## config.mk

```make
export PLATFORM = sky130hd
export DESIGN_NAME = phy_paged_status_id_registers
export DESIGN_NICKNAME = d
export VERILOG_FILES = /design/src/core/phy_page_pkg.sv /design/src/core/phy_paged_status_id_registers.sv /design/src/core/port_fault_tracker.sv
export SDC_FILE = /design/constraint.sdc
export NUM_CORES = 1
export LEC_CHECK = 0
export BUFFER_PORTS_ARGS = -buffer_cell sky130_fd_sc_hd__buf_4
export CAP_MARGIN = 0
export CORE_MARGIN = 10
export CORE_UTILIZATION = 32
export CTS_CLUSTER_SIZE = 28
export DETAILED_ROUTE_END_ITERATION = 7
export PLACE_DENSITY_LB_ADDON = 0.08
export SLEW_MARGIN = 10
export SYNTH_ARGS = -nofsm -noshare
export SYNTH_HDL_FRONTEND = slang
export SYNTH_SLANG_ARGS = --single-unit
```

## constraint.sdc

```tcl
create_clock -name clk -period 2.6 [get_ports clk]
set_input_delay 0.39 -clock clk [delete_from_list [all_inputs] [get_ports clk]]
set_output_delay 0.39 -clock clk [all_outputs]
set_load 0.05 [all_outputs]
```

## src/core/phy_page_pkg.sv

```systemverilog
package phy_page_pkg;

   // ------------------------
   // Geometry
   // ------------------------
   localparam int          NUM_PORTS        = 6;
   localparam int          PORT_SEL_W       = 4;
   localparam int          PKT_BITS_W       = 16;

   // ------------------------
   // Pages and addresses of the upper register window
   // ------------------------
   localparam logic [2:0]  PAGE_PORT_STATUS = 3'h0;
   localparam logic [2:0]  PAGE_ORGANISATION_IDENTIFIER   = 3'h1;
   localparam logic [2:0]  PAGE_VENDOR_DEP  = 3'h7;
   localparam logic [3:0]  ADDR_PORT_STATUS = 4'h9;
   localparam logic [3:0]  ADDR_COMPLIANCE  = 4'h8;
   localparam logic [3:0]  ADDR_ORG_HI      = 4'ha;
   localparam logic [3:0]  ADDR_ORG_MID     = 4'hb;
   localparam logic [3:0]  ADDR_ORG_LO      = 4'hc;
   localparam logic [3:0]  ADDR_PART_HI     = 4'hd;
   localparam logic [3:0]  ADDR_PART_MID    = 4'he;
   localparam logic [3:0]  ADDR_PART_LO     = 4'hf;
   localparam logic [3:0]  ADDR_VENDOR_CTRL = 4'h8;

   // ------------------------
   // Field positions (bit position 7 of a row is the byte MSB)
   // ------------------------
   localparam int          PEER_SPEED_MSB   = 7;
   localparam int          PEER_SPEED_LSB   = 5;
   localparam int          IRQ_EN_BIT       = 4;
   localparam int          FAULT_BIT        = 3;
   localparam int          HOLD_BIT         = 7;
   localparam int          LINK_SPEED_MSB   = 1;
   localparam int          LINK_SPEED_LSB   = 0;

   // ------------------------
   // Codes and reset values
   // ------------------------
   localparam logic [7:0]  COMPLIANCE_LEVEL = 8'h01;
   localparam logic [2:0]  PEER_S100        = 3'h0;
   localparam logic [2:0]  PEER_S200        = 3'h1;
   localparam logic [2:0]  PEER_S400        = 3'h2;
   localparam logic [1:0]  LINK_S100        = 2'h0;
   localparam logic [1:0]  LINK_S200        = 2'h1;
   localparam logic [1:0]  LINK_S400        = 2'h2;
   localparam logic [1:0]  LINK_ILLEGAL     = 2'h3;
   localparam logic [1:0]  LINK_SPEED_RST   = 2'h2;
   localparam logic        HOLD_RST         = 1'h0;
   localparam logic        IRQ_EN_RST       = 1'h0;
   localparam logic        FAULT_RST        = 1'b0;
   localparam logic [15:0] ACK_PKT_BITS     = 16'h0008;

   // ------------------------
   // Carriers
   // ------------------------
   typedef struct packed {
      logic       req;
      logic       wr;
      logic [3:0] addr;
      logic [7:0] wdata;
   } reg_req_t;

   typedef struct packed {
      logic [2:0]            page;
      logic [PORT_SEL_W-1:0] port;
   } base_sel_t;

   typedef struct packed {
      logic       port_event;
      logic       resume_check;
      logic       suspend_check;
      logic       bias;
      logic       speed_valid;
      logic [2:0] speed;
   } port_cond_t;

   typedef struct packed {
      logic                  done;
      logic [PKT_BITS_W-1:0] bit_count;
   } rx_pkt_t;

   typedef struct packed {
      logic       speed_valid;
      logic [2:0] peer_speed;
      logic       irq_en;
      logic       fault;
   } port_st_t;

   typedef struct packed {
      logic [1:0] link_speed;
      logic       hold;
      logic       irq_flag;
      logic       notify;
      logic       req_clear;
      logic       rd_valid;
      logic [7:0] rd_data;
      logic [1:0] self_id_rate;
      logic [2:0] advert_speed;
   } top_st_t;

   // ------------------------
   // Helpers
   // ------------------------
   function automatic logic page_addr_hit(input logic [2:0] page, input logic [3:0] addr,
                                          input logic [2:0] want_page, input logic [3:0] want_addr);
      page_addr_hit = (page == want_page) && (addr == want_addr);
   endfunction

   function automatic logic [2:0] clamp_peer_speed(input logic [2:0] code);
      clamp_peer_speed = (code > PEER_S400) ? PEER_S400 : code;
   endfunction

endpackage

```

## src/core/phy_paged_status_id_registers.sv

```systemverilog
// Summary of operation
// Peer speed field reports peer top speed: 000 S100, 001 S200, 010 S400.
// Peer speed codes above S400 are never reported.
// Peer speed is invalid after bus reset until self-ID completes.
// With port interrupt enable set, a port event sets the flag and notifies link.
// Interrupt enable and fault clear on hardware reset, survive bus reset.
// Resume or suspend fault sets the port fault bit; port is then suspended.
// Resume fault: resuming port sees no incoming cable bias.
// Suspend fault: suspending port still sees incoming cable bias.
// Writing 1 to the fault bit clears it; writing 0 leaves it.
// Page select 1 maps upper addresses to vendor identification page.
// Compliance level 01h is read at address 1000 of that page.
// 24-bit organisation identifier over three bytes, MSB at 1010b.
// Read-only 24-bit part identifier over three bytes, MSB at 1101b.
// Page select 7 maps vendor-dependent page; other addresses reserved for test.
// Hold bit set with acceleration: only packets over 8 bits clear requests.
// Hold bit clear: any non-acknowledge packet clears fair and priority requests.
// Null packet hold bit clears on hardware reset, survives bus reset.
// Link speed 00 S100, 01 S200, 10 S400; code 11 is illegal.
// Link speed is copied into the self-ID speed field.
// S400 is always advertised to peer PHYs during self-ID.
// Link speed loads 10b on hardware reset, survives bus reset.
// Three-bit page select chooses the page at addresses 8 to 15.
// Four-bit port select chooses the port, numbered from 0.
// An unimplemented selected port reads all zero on the port status page.
// Reserved bits and addresses read zero; writes to them do nothing.
`timescale 1ns/1ps
module phy_paged_status_id_registers
   import phy_page_pkg::*;
#(
   parameter logic [23:0] ORG_ID  = 24'h5a_a5_01,   // Arbitrary value
   parameter logic [23:0] PART_ID = 24'h00_00_01    // Arbitrary value
)(
   input  wire logic                       clk,                  // 200 MHz clock
   input  wire logic                       sys_rst,              // Hardware reset
   input  wire logic                       bus_reset,            // Bus reset pulse
   input  wire base_sel_t                  base_sel,             // Page and port select
   input  wire reg_req_t                   reg_req,              // Register request
   input  wire port_cond_t [NUM_PORTS-1:0] port_cond,            // Per-port conditions
   input  wire logic                       irq_flag_clear,       // Clear port event flag
   input  wire logic                       arb_accel_en,         // Arbitration acceleration on
   input  wire rx_pkt_t                    rx_pkt,               // Received packet end
   output logic                            reg_rd_valid,         // Read data strobe
   output logic [7:0]                      reg_rd_data,          // Read data
   output logic                            port_event_irq_flag,  // Port event flag
   output logic                            link_notify,          // Link notify pulse
   output logic [NUM_PORTS-1:0]            port_suspend,         // Port held suspended
   output logic                            fair_pri_clear,       // Clear pending requests
   output logic [1:0]                      self_id_rate_field,   // Self-ID speed field
   output logic [2:0]                      peer_advert_speed     // Speed shown to peers
);

   // ------------------------
   // Declarations
   // ------------------------
   top_st_t                st_r;
   top_st_t                st_nxt;
   port_st_t [NUM_PORTS-1:0] port_view;
   logic [NUM_PORTS-1:0]   port_event_hit;
   logic [NUM_PORTS-1:0]   port_wr_en;
   logic                   port_ok;
   logic                   wr_req;
   logic                   rd_req;
   logic                   status_wr;
   logic                   ctrl_wr;
   port_st_t               sel_view;
   logic [7:0]             rd_mux;
   logic                   pkt_is_ack;
   logic                   pkt_long;
   logic                   pkt_clears;

   // ------------------------
   // Request decode
   // ------------------------
   assign wr_req    = reg_req.req && reg_req.wr;
   assign rd_req    = reg_req.req && !reg_req.wr;
   assign port_ok   = base_sel.port < PORT_SEL_W'(NUM_PORTS);

   assign status_wr = wr_req && port_ok
                      && page_addr_hit(base_sel.page, reg_req.addr,
                                       PAGE_PORT_STATUS, ADDR_PORT_STATUS);
   assign ctrl_wr   = wr_req
                      && page_addr_hit(base_sel.page, reg_req.addr,
                                       PAGE_VENDOR_DEP, ADDR_VENDOR_CTRL);

   // ------------------------
   // Per-port state
   // ------------------------
   generate
      for (genvar p = 0; p < NUM_PORTS; p++) begin : g_port
         assign port_wr_en[p] = status_wr && (base_sel.port == PORT_SEL_W'(p));

         port_fault_tracker u_port (
            .clk       (clk),
            .sys_rst   (sys_rst),
            .bus_reset (bus_reset),
            .cond      (port_cond[p]),
            .wr_en     (port_wr_en[p]),
            .wdata     (reg_req.wdata),
            .view      (port_view[p]),
            .event_hit (port_event_hit[p])
         );

         assign port_suspend[p] = port_view[p].fault;
      end
   endgenerate

   // ------------------------
   // Read multiplexer
   // ------------------------
   always_comb begin
      sel_view = '0;
      if (port_ok) begin
         sel_view = port_view[base_sel.port[2:0]];
      end
   end

   always_comb begin
      rd_mux = 8'h00;
      unique case (base_sel.page)
         PAGE_PORT_STATUS: begin
            if (port_ok && reg_req.addr == ADDR_PORT_STATUS) begin
               if (sel_view.speed_valid) begin
                  rd_mux[PEER_SPEED_MSB:PEER_SPEED_LSB] = sel_view.peer_speed;
               end
               rd_mux[IRQ_EN_BIT] = sel_view.irq_en;
               rd_mux[FAULT_BIT]  = sel_view.fault;
            end
         end
         PAGE_ORGANISATION_IDENTIFIER: begin
            unique case (reg_req.addr)
               ADDR_COMPLIANCE: begin
                  rd_mux = COMPLIANCE_LEVEL;
               end
               ADDR_ORG_HI: begin
                  rd_mux = ORG_ID[23:16];
               end
               ADDR_ORG_MID: begin
                  rd_mux = ORG_ID[15:8];
               end
               ADDR_ORG_LO: begin
                  rd_mux = ORG_ID[7:0];
               end
               ADDR_PART_HI: begin
                  rd_mux = PART_ID[23:16];
               end
               ADDR_PART_MID: begin
                  rd_mux = PART_ID[15:8];
               end
               ADDR_PART_LO: begin
                  rd_mux = PART_ID[7:0];
               end
               default: begin
                  rd_mux = 8'h00;
               end
            endcase
         end
         PAGE_VENDOR_DEP: begin
            if (reg_req.addr == ADDR_VENDOR_CTRL) begin
               rd_mux[HOLD_BIT]                      = st_r.hold;
               rd_mux[LINK_SPEED_MSB:LINK_SPEED_LSB] = st_r.link_speed;
            end
         end
         default: begin
            rd_mux = 8'h00;
         end
      endcase
   end

   // ------------------------
   // Received packet classification
   // ------------------------
   assign pkt_is_ack = rx_pkt.bit_count == ACK_PKT_BITS;
   assign pkt_long   = rx_pkt.bit_count > ACK_PKT_BITS;

   always_comb begin
      if (st_r.hold && arb_accel_en) begin
         pkt_clears = rx_pkt.done && pkt_long;
      end else begin
         pkt_clears = rx_pkt.done && !pkt_is_ack;
      end
   end

   // ------------------------
   // Next state
   // ------------------------
   always_comb begin
      st_nxt           = st_r;
      st_nxt.rd_valid  = rd_req;
      st_nxt.rd_data   = rd_req ? rd_mux : st_r.rd_data;
      st_nxt.notify    = |port_event_hit;
      st_nxt.req_clear = pkt_clears;

      if (ctrl_wr) begin
         st_nxt.hold = reg_req.wdata[HOLD_BIT];
         // An illegal speed code is refused and the old value kept
         if (reg_req.wdata[LINK_SPEED_MSB:LINK_SPEED_LSB] != LINK_ILLEGAL) begin
            st_nxt.link_speed = reg_req.wdata[LINK_SPEED_MSB:LINK_SPEED_LSB];
         end
      end

      // A new event wins over a clear in the same cycle
      if (irq_flag_clear) begin
         st_nxt.irq_flag = 1'b0;
      end
      if (|port_event_hit) begin
         st_nxt.irq_flag = 1'b1;
      end

      st_nxt.self_id_rate = st_nxt.link_speed;
      st_nxt.advert_speed = PEER_S400;
   end

   // ------------------------
   // State register
   // ------------------------
   always_ff @(posedge clk or posedge sys_rst) begin
      if (sys_rst) begin
         st_r.link_speed   <= LINK_SPEED_RST;
         st_r.hold         <= HOLD_RST;
         st_r.irq_flag     <= 1'b0;
         st_r.notify       <= 1'b0;
         st_r.req_clear    <= 1'b0;
         st_r.rd_valid     <= 1'b0;
         st_r.rd_data      <= 8'h00;
         st_r.self_id_rate <= LINK_SPEED_RST;
         st_r.advert_speed <= PEER_S400;
      end else begin
         st_r <= st_nxt;
      end
   end

   // ------------------------
   // Outputs
   // ------------------------
   assign reg_rd_valid        = st_r.rd_valid;
   assign reg_rd_data         = st_r.rd_data;
   assign port_event_irq_flag = st_r.irq_flag;
   assign link_notify         = st_r.notify;
   assign fair_pri_clear      = st_r.req_clear;
   assign self_id_rate_field  = st_r.self_id_rate;
   assign peer_advert_speed   = st_r.advert_speed;

endmodule

```

## src/core/port_fault_tracker.sv

```systemverilog
`timescale 1ns/1ps
module port_fault_tracker
   import phy_page_pkg::*;
(
   input  wire logic       clk,        // System clock
   input  wire logic       sys_rst,    // Hardware reset
   input  wire logic       bus_reset,  // Bus reset pulse
   input  wire port_cond_t cond,       // Line conditions of this port
   input  wire logic       wr_en,      // Write to this port's status byte
   input  wire logic [7:0] wdata,      // Write data
   output port_st_t        view,       // Registered port state
   output logic            event_hit   // Enabled port event this cycle
);

   port_st_t st_r;
   port_st_t st_nxt;
   logic     resume_fault;
   logic     suspend_fault;

   // ------------------------
   // Fault detection
   // ------------------------
   assign resume_fault  = cond.resume_check && !cond.bias;
   assign suspend_fault = cond.suspend_check && cond.bias;
   assign event_hit     = cond.port_event && st_r.irq_en;

   always_comb begin
      st_nxt = st_r;
      if (wr_en) begin
         st_nxt.irq_en = wdata[IRQ_EN_BIT];
         if (wdata[FAULT_BIT]) begin
            st_nxt.fault = 1'b0;
         end
      end
      // Detection wins over a clearing write in the same cycle
      if (resume_fault || suspend_fault) begin
         st_nxt.fault = 1'b1;
      end
      // Bus reset invalidates only the peer speed
      if (bus_reset) begin
         st_nxt.speed_valid = 1'b0;
         st_nxt.peer_speed  = PEER_S100;
      end else if (cond.speed_valid) begin
         st_nxt.speed_valid = 1'b1;
         st_nxt.peer_speed  = clamp_peer_speed(cond.speed);
      end
   end

   always_ff @(posedge clk or posedge sys_rst) begin
      if (sys_rst) begin
         st_r.speed_valid <= 1'b0;
         st_r.peer_speed  <= PEER_S100;
         st_r.irq_en      <= IRQ_EN_RST;
         st_r.fault       <= FAULT_RST;
      end else begin
         st_r <= st_nxt;
      end
   end

   assign view = st_r;

endmodule

```

Word level (Yosys, flattened, before mapping)
Index checks and enable logic that the tools add are counted.

word-level totals
  input port bits = 91
  flip-flop bits (word level) = 51
  memories kept = 0
  logic and storage cells = 180
  memory bits (writable) = 0
  ROM bits = 0
  bits in latches = 0

operators by class
  $mul = 0
  multiplexer cells = 46
  reductions and logical operators = 79
  equal/unequal tests = 15
  bitwise gates (word level) = 0
  add/sub/neg operators = 0
  divide/modulo/power cells = 0
  shift-type cells = 0
  magnitude comparators = 9

operators with widths
  cell                   count
  $mux W4                12
  $reduce_bool A2 Y1     19
  $logic_and A1 B1 Y1    35
  $eq A4 B4 Y1 const B   6
  $pmux W8 S3            1
  $mux W3                7
  $bmux W6 S3            1
  $gt A3 B2 Y1 const B   6
  $mux W1                18
  $eq A16 B4 Y1 const B  1
  $gt A16 B4 Y1 const B  1
  $reduce_and A2 Y1      7
  $mux W6                2
  $eq A4 B2 Y1 const B   2
  $eq A4 B3 Y1 const B   2
  $logic_not A1 Y1       8
  $pmux W4 S2            1
  $logic_or A1 B1 Y1     6
  $reduce_or A6 Y1       1
  $mux W5                1
  $eq A4 B1 Y1 const B   1
  $logic_not A4 Y1       1
  $lt A3 B4 Y1 const B   1
  $lt A4 B3 Y1 const B   1
  other kinds (8)        8

Logic depth before layout (Yosys ltp)
Gate-level depths: netlist of run 1.

  depth after elaboration = 6
  mapped depth = 6

Modules after synthesis
A second synthesis of run 1 with hierarchy kept.

unflattened totals
  cells, all modules = 275
  area total of the unflattened synthesis = 2,771.4 µm²

by module, submodules not included
  module                         cells an instance  seq. area each (µm²)  area each (µm²)  instances
  port_fault_tracker             21                 150.1                 244.0            6
  phy_paged_status_id_registers  149                376.6                 1,307.5          1

Worst setup path before layout of run 1
No wires, ideal clock.

  kind = input -> register
  start point = input port base_sel[5] in the netlist's numbering
  end point = register g_port[0].u_port.st_r, in the netlist g_port[0].u_port.view[0]
  required time = 2.474 ns
  setup slack = 0.866 ns
  cell stages on the path = 5
  library setup time = 0.126 ns
  arrival time = 1.607 ns
  buffers on the path = 1
  cell sequence = or3b_4 > nor4b_4 > buf_6 > nand4b_1 > a221o_1

between the ends
  cells in the longest elaborated chain, start to end = 6

RTL lines
  item                          line                                 source
  from (decl)                   phy_paged_status_id_registers.sv:37  input wire base_sel_t base_sel,
  $logic_not A3 Y1              phy_page_pkg.sv:107                  page_addr_hit = (page == want_page) && (addr == want_addr);
  $logic_and A1 B1 Y1           phy_page_pkg.sv:107
  $logic_and A1 B1 Y1           phy_paged_status_id_registers.sv:80  && page_addr_hit(base_sel.page, reg_req.addr,
  $logic_and A1 B1 Y1           phy_paged_status_id_registers.sv:91  assign port_wr_en[p] = status_wr && (base_sel.port == PORT_SEL_W'(p));
  $reduce_bool A2 Y1 (no line)  n/a
  $reduce_and A2 Y1 (no line)   n/a
  to (signal assigned)          port_fault_tracker.sv:56             st_r <= st_nxt;
  to (decl)                     port_fault_tracker.sv:15             port_st_t st_r;

No other way between the ends.
A chain may end at the register's enable or synchronous reset.

Final worst setup path of run 1
  start point = input port reg_req[9] in the netlist's numbering
  end point = register g_port[0].u_port.st_r, in the netlist g_port[0].u_port.view[0]

between the ends
  cells in the longest elaborated chain, start to end = 6

RTL lines
  item                          line                                 source
  from (decl)                   phy_paged_status_id_registers.sv:38  input wire reg_req_t reg_req,
  $eq A4 B4 Y1                  phy_page_pkg.sv:107
  $logic_and A1 B1 Y1           phy_page_pkg.sv:107
  $logic_and A1 B1 Y1           phy_paged_status_id_registers.sv:80
  $logic_and A1 B1 Y1           phy_paged_status_id_registers.sv:91
  $reduce_bool A2 Y1 (no line)  n/a
  $reduce_and A2 Y1 (no line)   n/a

No other way between the ends.

==> results of run 1 <==
-- registers in the layout, indices dropped and copies added (netlist names) --
signal,cells
st_r,1
link_notify,1
g_port.u_port.view,36
reg_rd_data,8
self_id_rate_field,2
port_event_irq_flag,1
reg_rd_valid,1
fair_pri_clear,1
-- kinds of logic after synthesis --
family                 Yosys count
multiplexers                    22
buffers and inverters           32
other                            2
AO/OA/AOI/OAI                   50
flip-flops                      51
AND/OR/NAND/NOR                109
XOR/XNOR                         2
-- cells in the final DEF, fill, tap and decap left out, drive strengths merged, types with 2 or more instances in the layout --
cell type	n
nand3	12
o221ai	2
nand4	3
a21oi	15
nand2	6
nand2b	10
mux2	8
o22a	2
inv	5
nor2b	10
o22ai	4
nand3b	3
xnor2	2
conb	3
and2b	2
a22oi	3
nand4b	4
nor4	5
clkbuf	6
nor3	6
a211oi	6
o21ai	6
nor2	36
nor3b	7
mux4	3
buf	109
a221o	6
dfrtp	50
mux2i	11
a21o	2
and3	3
-- power breakdown --
group	leakage, nW	switching [mW]	internal (mW)	total [mW]
Sequential	0.654	0.0135	0.817	0.831
Clock	0.0558	0.278	0.291	0.569
Combinational	0.963	0.149	0.137	0.285
-- per-stage QoR --
stage	util (%)	cells	total power, mW	hold WS (ns)
2_1_floorplan	-	269	0.994	0.451
3_3_place_gp	42.2	455	1.13	0.462
3_5_place_dp	42.2	455	1.14	0.467
4_1_cts	43.5	463	1.71	0.257
5_1_grt	43.5	463	1.77	0.258
6_report	43.5	463	1.69	0.247
-- worst max-delay path by stage --
stage	cells past startpoint	slack [ns]	from	endpoint
6_report	6	0.94	reg_req[9]	g_port[0].u_port.view[0]
5_1_grt	6	0.83	reg_req[9]	g_port[2].u_port.view[0]
4_1_cts	6	0.92	reg_req[9]	g_port[0].u_port.view[0]
3_5_place_dp	6	0.60	reg_req[9]	g_port[4].u_port.view[0]
3_3_place_gp	6	0.65	base_sel[5]	g_port[3].u_port.view[0]
2_1_floorplan	5	0.87	base_sel[5]	g_port[0].u_port.view[0]
-- cell usage after synthesis (4+ instances only) --
library cell and instances:
nand2_1 6, nor2_1 36, nand2b_1 10, nor2b_1 10, nor3b_1 7, nor4_1 5, buf_4 22, mux2_2 5
mux2i_1 11, nand3_1 12, a211oi_1 6, dfrtp_1 50, a221o_1 6, o22ai_1 4, nand4b_1 4, o21ai_0 6
inv_1 4, a21oi_1 15, nor3_1 6
-- worst min-delay path: cells and delay by family --
kind                   cells  cell delay [ns]
buffers and inverters      3             0.66
-- per-layer routing --
metal | vias up | GRT usage, % | part of all wire, %
met5 | - | 0 | 0
met4 | 0 | 3.05 | 0.84
met3 | 6 | 3.57 | 6.3
met2 | 54 | 19.0 | 50
met1 | 1079 | 14.3 | 43
li1 | 1128 | - | -
-- final cells by class --
class                           count  share of cell area, %
Clock buffer                        6                   2.02
Clock inverter                      2                   1.08
Inverter                            4                  0.418
Multi-Input combinational cell    186                   34.5
Sequential cell                    51                   35.6
Tap cell                          105                   3.66
Timing Repair Buffer              109                   22.8
==> metrics.yaml, run 1 <==
area_growth_pct: 31.5
worstSetupStartpointType: "primary input"
yosys.area_share.adder_pct: 0
vias_per_cell: 4.90
synthSimpleGateAreaFrac_pct: 22.1
rsz0062_at_grt: "false"
vias: 2267
routed_wl_mm: 7.50
fillCellCount: 822
synth_edf_count: 0
synth_top_area_share_pct: 45.8
cts_max_level: 2
antenna_found_initial: 0
cp.required_ns: 2.79
arrival_ns: 1.85
die_w_um: 112
drc: 0
hold_buffers: 0
path_cells: "buf_4 > nor4_1 > nor4b_4 > buf_4 > nand4b_1 > a221o_1"
antenna_cells: 0
timing.final.crit_period_ns: 1.66
grt_pass1_vias: 2447
r2r_end: "reg_rd_data[4]"
cp_num_buf_inv: 2
reg2reg_slack_ns: 1.17
cts_buffer_depth: 2
synthArstFlopShare_pct: 100
cts_made_buffers: 5
cp_max_fo: 12
dr.pass1.iters: 4
cts_tree: "built"
fin_worst_skew_ns: 0.00915
multi_input_area_sq_um: 1240
setup_violations: 0
place_ws_ns: 0.595
worstReg2RegStart: "g_port[1].u_port.view[1]"
rows: 33
max_slew_margin_pct: 55.4
synthXorXnorAreaFrac_pct: 0.641
ys.flop_type: "dfrtp_1"
grt-ovfl-total: 0
stdcell_area_sq_um: 3590
place.port_buffers: 107
path_class: "primary input to flip-flop"
gp_congestion: 0.726
grt_max_degree: 52
wl_per_cell_um: 16.2
synthMuxAreaShare_pct: 9.80
synth.area.top_cells: "dfrtp_1, buf_4, nor2_1"
syn_area_per_cell_sq_um: 10.2
regArea_sq_um: 1280
worst_pin_slew_ns: 0.669
syn_inst: 268
die_y_um: 112
dp_hpwl_mm: 5.89
outcome: "completed"
cts_setup_buffers: 0
fin_setup_tns_ns: 0
yosys.area.top_type: "dfrtp_1"
num_io_pins: 114
cts-root-buf: "clkbuf_8"
cp-end-kind: "flip-flop"
synth_compound_area_share_pct: 12.4
grt_usage_pct: 11.5
synth_cell_types: 42
crit_path_frequent_cell: "buf_4"
first_iter_violations: 96
path_clk_slew_ns: 0.10
reg2reg_depth: 4
cp_slowest_stage_delay_ns: 0.40
clock.fmax_mhz: 602
insertion_delay_ns: 0.30
clock_sink_count: 51
fin_ws_ns: 0.938
drive_above_1_share_pct: 36.0
powerDensity_nw_per_um2: 469
peakVddDrop_mv: 0.224
place_area_sq_um: 3480
fp.coreArea_sq_um: 8260
final_nets: 448
ys_seq_area_share_pct: 46.8
crit_slowest_cell: "nor4_1"
finalMaxSlewViolations: 0
syn_area_sq_um: 2730
power_leakage_nw: 1.67
cap_viol_max_count: 0
start_util_pct: 33.1
cp_top_family: "simple AND/OR/NAND/NOR gates"
die_area_sq_um: 12600
hp-class: "primary input to async pin"
drtAntennaViolNets: 0
synth_top_family_by_area: "simple AND/OR/NAND/NOR gates"
synth-seq-cells: 51
cts_resized: 0
fin_crit_sh_pct: 63.9
yosys_warnings: 0
grt_pass1_wl_mm: 12.2
hold_viol_final: 0
Note: power is estimated with default switching activity, not from simulation.
==> inputs of run 2 (changes only) <==
--- a/config.mk
+++ b/config.mk
@@ -5,6 +5,7 @@
 export SDC_FILE = /design/constraint.sdc
 export NUM_CORES = 1
 export LEC_CHECK = 0
+export ABC_AREA = 1
 export BUFFER_PORTS_ARGS = -buffer_cell sky130_fd_sc_hd__buf_4
 export CAP_MARGIN = 0
 export CORE_MARGIN = 10
==> constraint.sdc (replaced) <==
create_clock -name clk -period 1.6 [get_ports clk]
set_input_delay 0.24 -clock clk [delete_from_list [all_inputs] [get_ports clk]]
set_output_delay 0.24 -clock clk [all_outputs]
set_load 0.05 [all_outputs]
==> run 2 against run 1 <==
First-iteration DRC count decreased by 3.1%. Register-to-register slack worse by 0.67 ns. Highest routed layer unchanged. Design area up 4.0%. Synthesized cell count increased by 37%. Sequential power up 61%. Non-clock buffer count grew 7.
==> metrics.yaml, run 2 <==
outcome: "completed"
dr.pass1.iters: 4
synth.area.top_cells: "dfrtp_1, nand2_1, nand3_1"
power.internal_mw: 1.84
synthSimpleGateAreaFrac_pct: 31.3
synth_compound_area_share_pct: 9.02
cp_max_fo: 3
syn_inst: 367
crit_start: "self_id_rate_field[1]"
seqPwrFrac_pct: 52.8
p_comb_share_pct: 18.0
yosys_warnings: 0
place_ws_ns: 0.0595
yosys.area.top_type: "dfrtp_1"
p_clk_share_pct: 29.2
routed_wl_mm: 7.79
synth_top_area_share_pct: 44.2
synthMuxAreaShare_pct: 2.12
switching_share_pct: 27.4
antenna_found_initial: 0
worstReg2RegStart: "g_port[3].u_port.view[3]"
min_from: "port_cond[11]"
insertion_delay_ns: 0.31
ys.flop_type: "dfrtp_1"
synth-seq-cells: 51
crit_slowest_cell: "dfstp_2"
grt_max_degree: 52
first_iter_violations: 93
fin_ws_ns: 0.310
yosys.area_share.adder_pct: 0
cts_tree: "built"
place.port_buffers: 107
clock_sink_count: 51
power_leakage_nw: 1.89
path_class: "flip-flop to primary output"
final_common_cell: "buf_4"
cp-end-kind: "primary output"
dp_hpwl_mm: 6.46
largest_reg_flops: 36
antenna_cells: 0
start_util_pct: 32.6
path_cells: "buf_4"
synth_most_common_cell: "nand2_1"
ys_seq_area_share_pct: 45.1
hold_viol_final: 0
cp_slowest_stage_delay_ns: 0.55
final_nets: 556
rows: 34
finalMaxSlewViolations: 0
powerDensity_nw_per_um2: 680
drive_above_1_share_pct: 29.2
cp_top_family: "flip-flops"
path_clk_slew_ns: 0.09
cts_buffer_depth: 2
synth_cell_types: 32
timing.final.crit_period_ns: 1.29
synth_common_cells: "nand2_1, dfrtp_1, nand3_1"
reg2reg_slack_ns: 0.50
whs_ns: 0.100
grt-ovfl-total: 0
fin_worst_skew_ns: 0.00952
cts-root-buf: "clkbuf_8"
layout_common_cells: "buf_4, nand2_1, dfrtp_1"
num_io_pins: 114
rsz0062_at_grt: "false"
vias: 2593
grt_usage_pct: 12.0
gp_congestion: 0.810
area_growth_pct: 32.0
synthXorXnorAreaFrac_pct: 0
vias_per_cell: 4.52
cp_num_buf_inv: 1
setup_violations: 0
die_w_um: 114
fin_setup_tns_ns: 0
fillCellCount: 908
peakVddDrop_mv: 0.328
syn_area_per_cell_sq_um: 7.71
clock.fmax_mhz: 775
wl_per_cell_um: 13.6
drtAntennaViolNets: 0
p_sw_mw: 0.695
arrival_ns: 1.05
synth_edf_count: 0
syn_area_sq_um: 2830
die_area_sq_um: 13000
synth_top_family_by_area: "simple AND/OR/NAND/NOR gates"
grt_pass1_vias: 2678
hp-class: "primary input to flip-flop"
cts_max_level: 2
cts_made_buffers: 5
cts_resized: 0
worstSetupStartpointType: "flip-flop"
fin_crit_sh_pct: 80.6
power_mw: 2.54
cap_viol_max_count: 0
grt_pass1_wl_mm: 13.0
drc: 0
synthArstFlopShare_pct: 100
fp.coreArea_sq_um: 8680
die_y_um: 114
cp.required_ns: 1.36
==> run 2: worst paths after layout <==
check,end,cells after the start
max,self_id_rate_field[1],1
min,g_port[1].u_port.view[4],2
max reg2reg,reg_rd_data[6],8
min reg2reg,g_port[0].u_port.view[4],2
max in group asynchronous,self_id_rate_field[1],4
min in group asynchronous,g_port[5].u_port.view[1],4
==> run 2: layout make-up <==
class	instances	area, sq um	area share, %
clock buffers	6	72.6	1.94
clock inverters	2	12.5	0.335
inverters	37	141	3.78
multi-input cells	254	1210	32.4
flip-flops and latches	51	1280	34.2
well taps	108	135	3.62
repair buffers	116	886	23.7
==> run 2: kinds of logic (layout without fill, tap and decap cells) <==
group,after synthesis,in the layout
simple gates,198,198
buf+inv,63,161
flops,51,51
compound gates,47,47
mux,6,6
other cells,2,3
==> run 2: worst reg2reg max path: stages, from the launching register on <==
cell and delay (ns):
dfrtp_1 0.40, nand3_1 0.09, nand3_1 0.09, nor2_1 0.14, nor2_1 0.06, nand2_1 0.06, nand2_1 0.06, nand2_1 0.05
nand2_1 0.04
==> run 2: timing repair <==
action                     CTS  global route
hold buffers                 1             0
hold endpoints to repair    50             0
setup buffers                0             0
setup endpoints to repair    0             0
==> run 2: power by group through the flow <==
stage	clock (mW)	combinational, mW	sequential, mW
final	0.741	0.457	1.34
after global routing	0.820	0.513	1.35
after CTS	0.771	0.465	1.34
after detailed placement	0	0.462	1.37
after global placement	0	0.457	1.37
after floorplan	0	0.226	1.37
==> run 2: through the flow <==
stage	instance area, sq um	util [%]	std cells
finish	3740	43.1	574
CTS	3740	43.1	574
global route	3740	43.1	574
floorplan	2830	-	368
global placement	3640	42.0	565
detailed placement	3640	42.0	565
==> run 2: routing by layer <==
metal  global-route usage [%]  part of all wire (%)  vias up
li1                         -                     -     1365
met1                     14.8                    43     1167
met2                     20.1                    50       54
met4                     2.76                  0.78        0
met5                        0                     0        -
met3                     3.62                   6.1        7
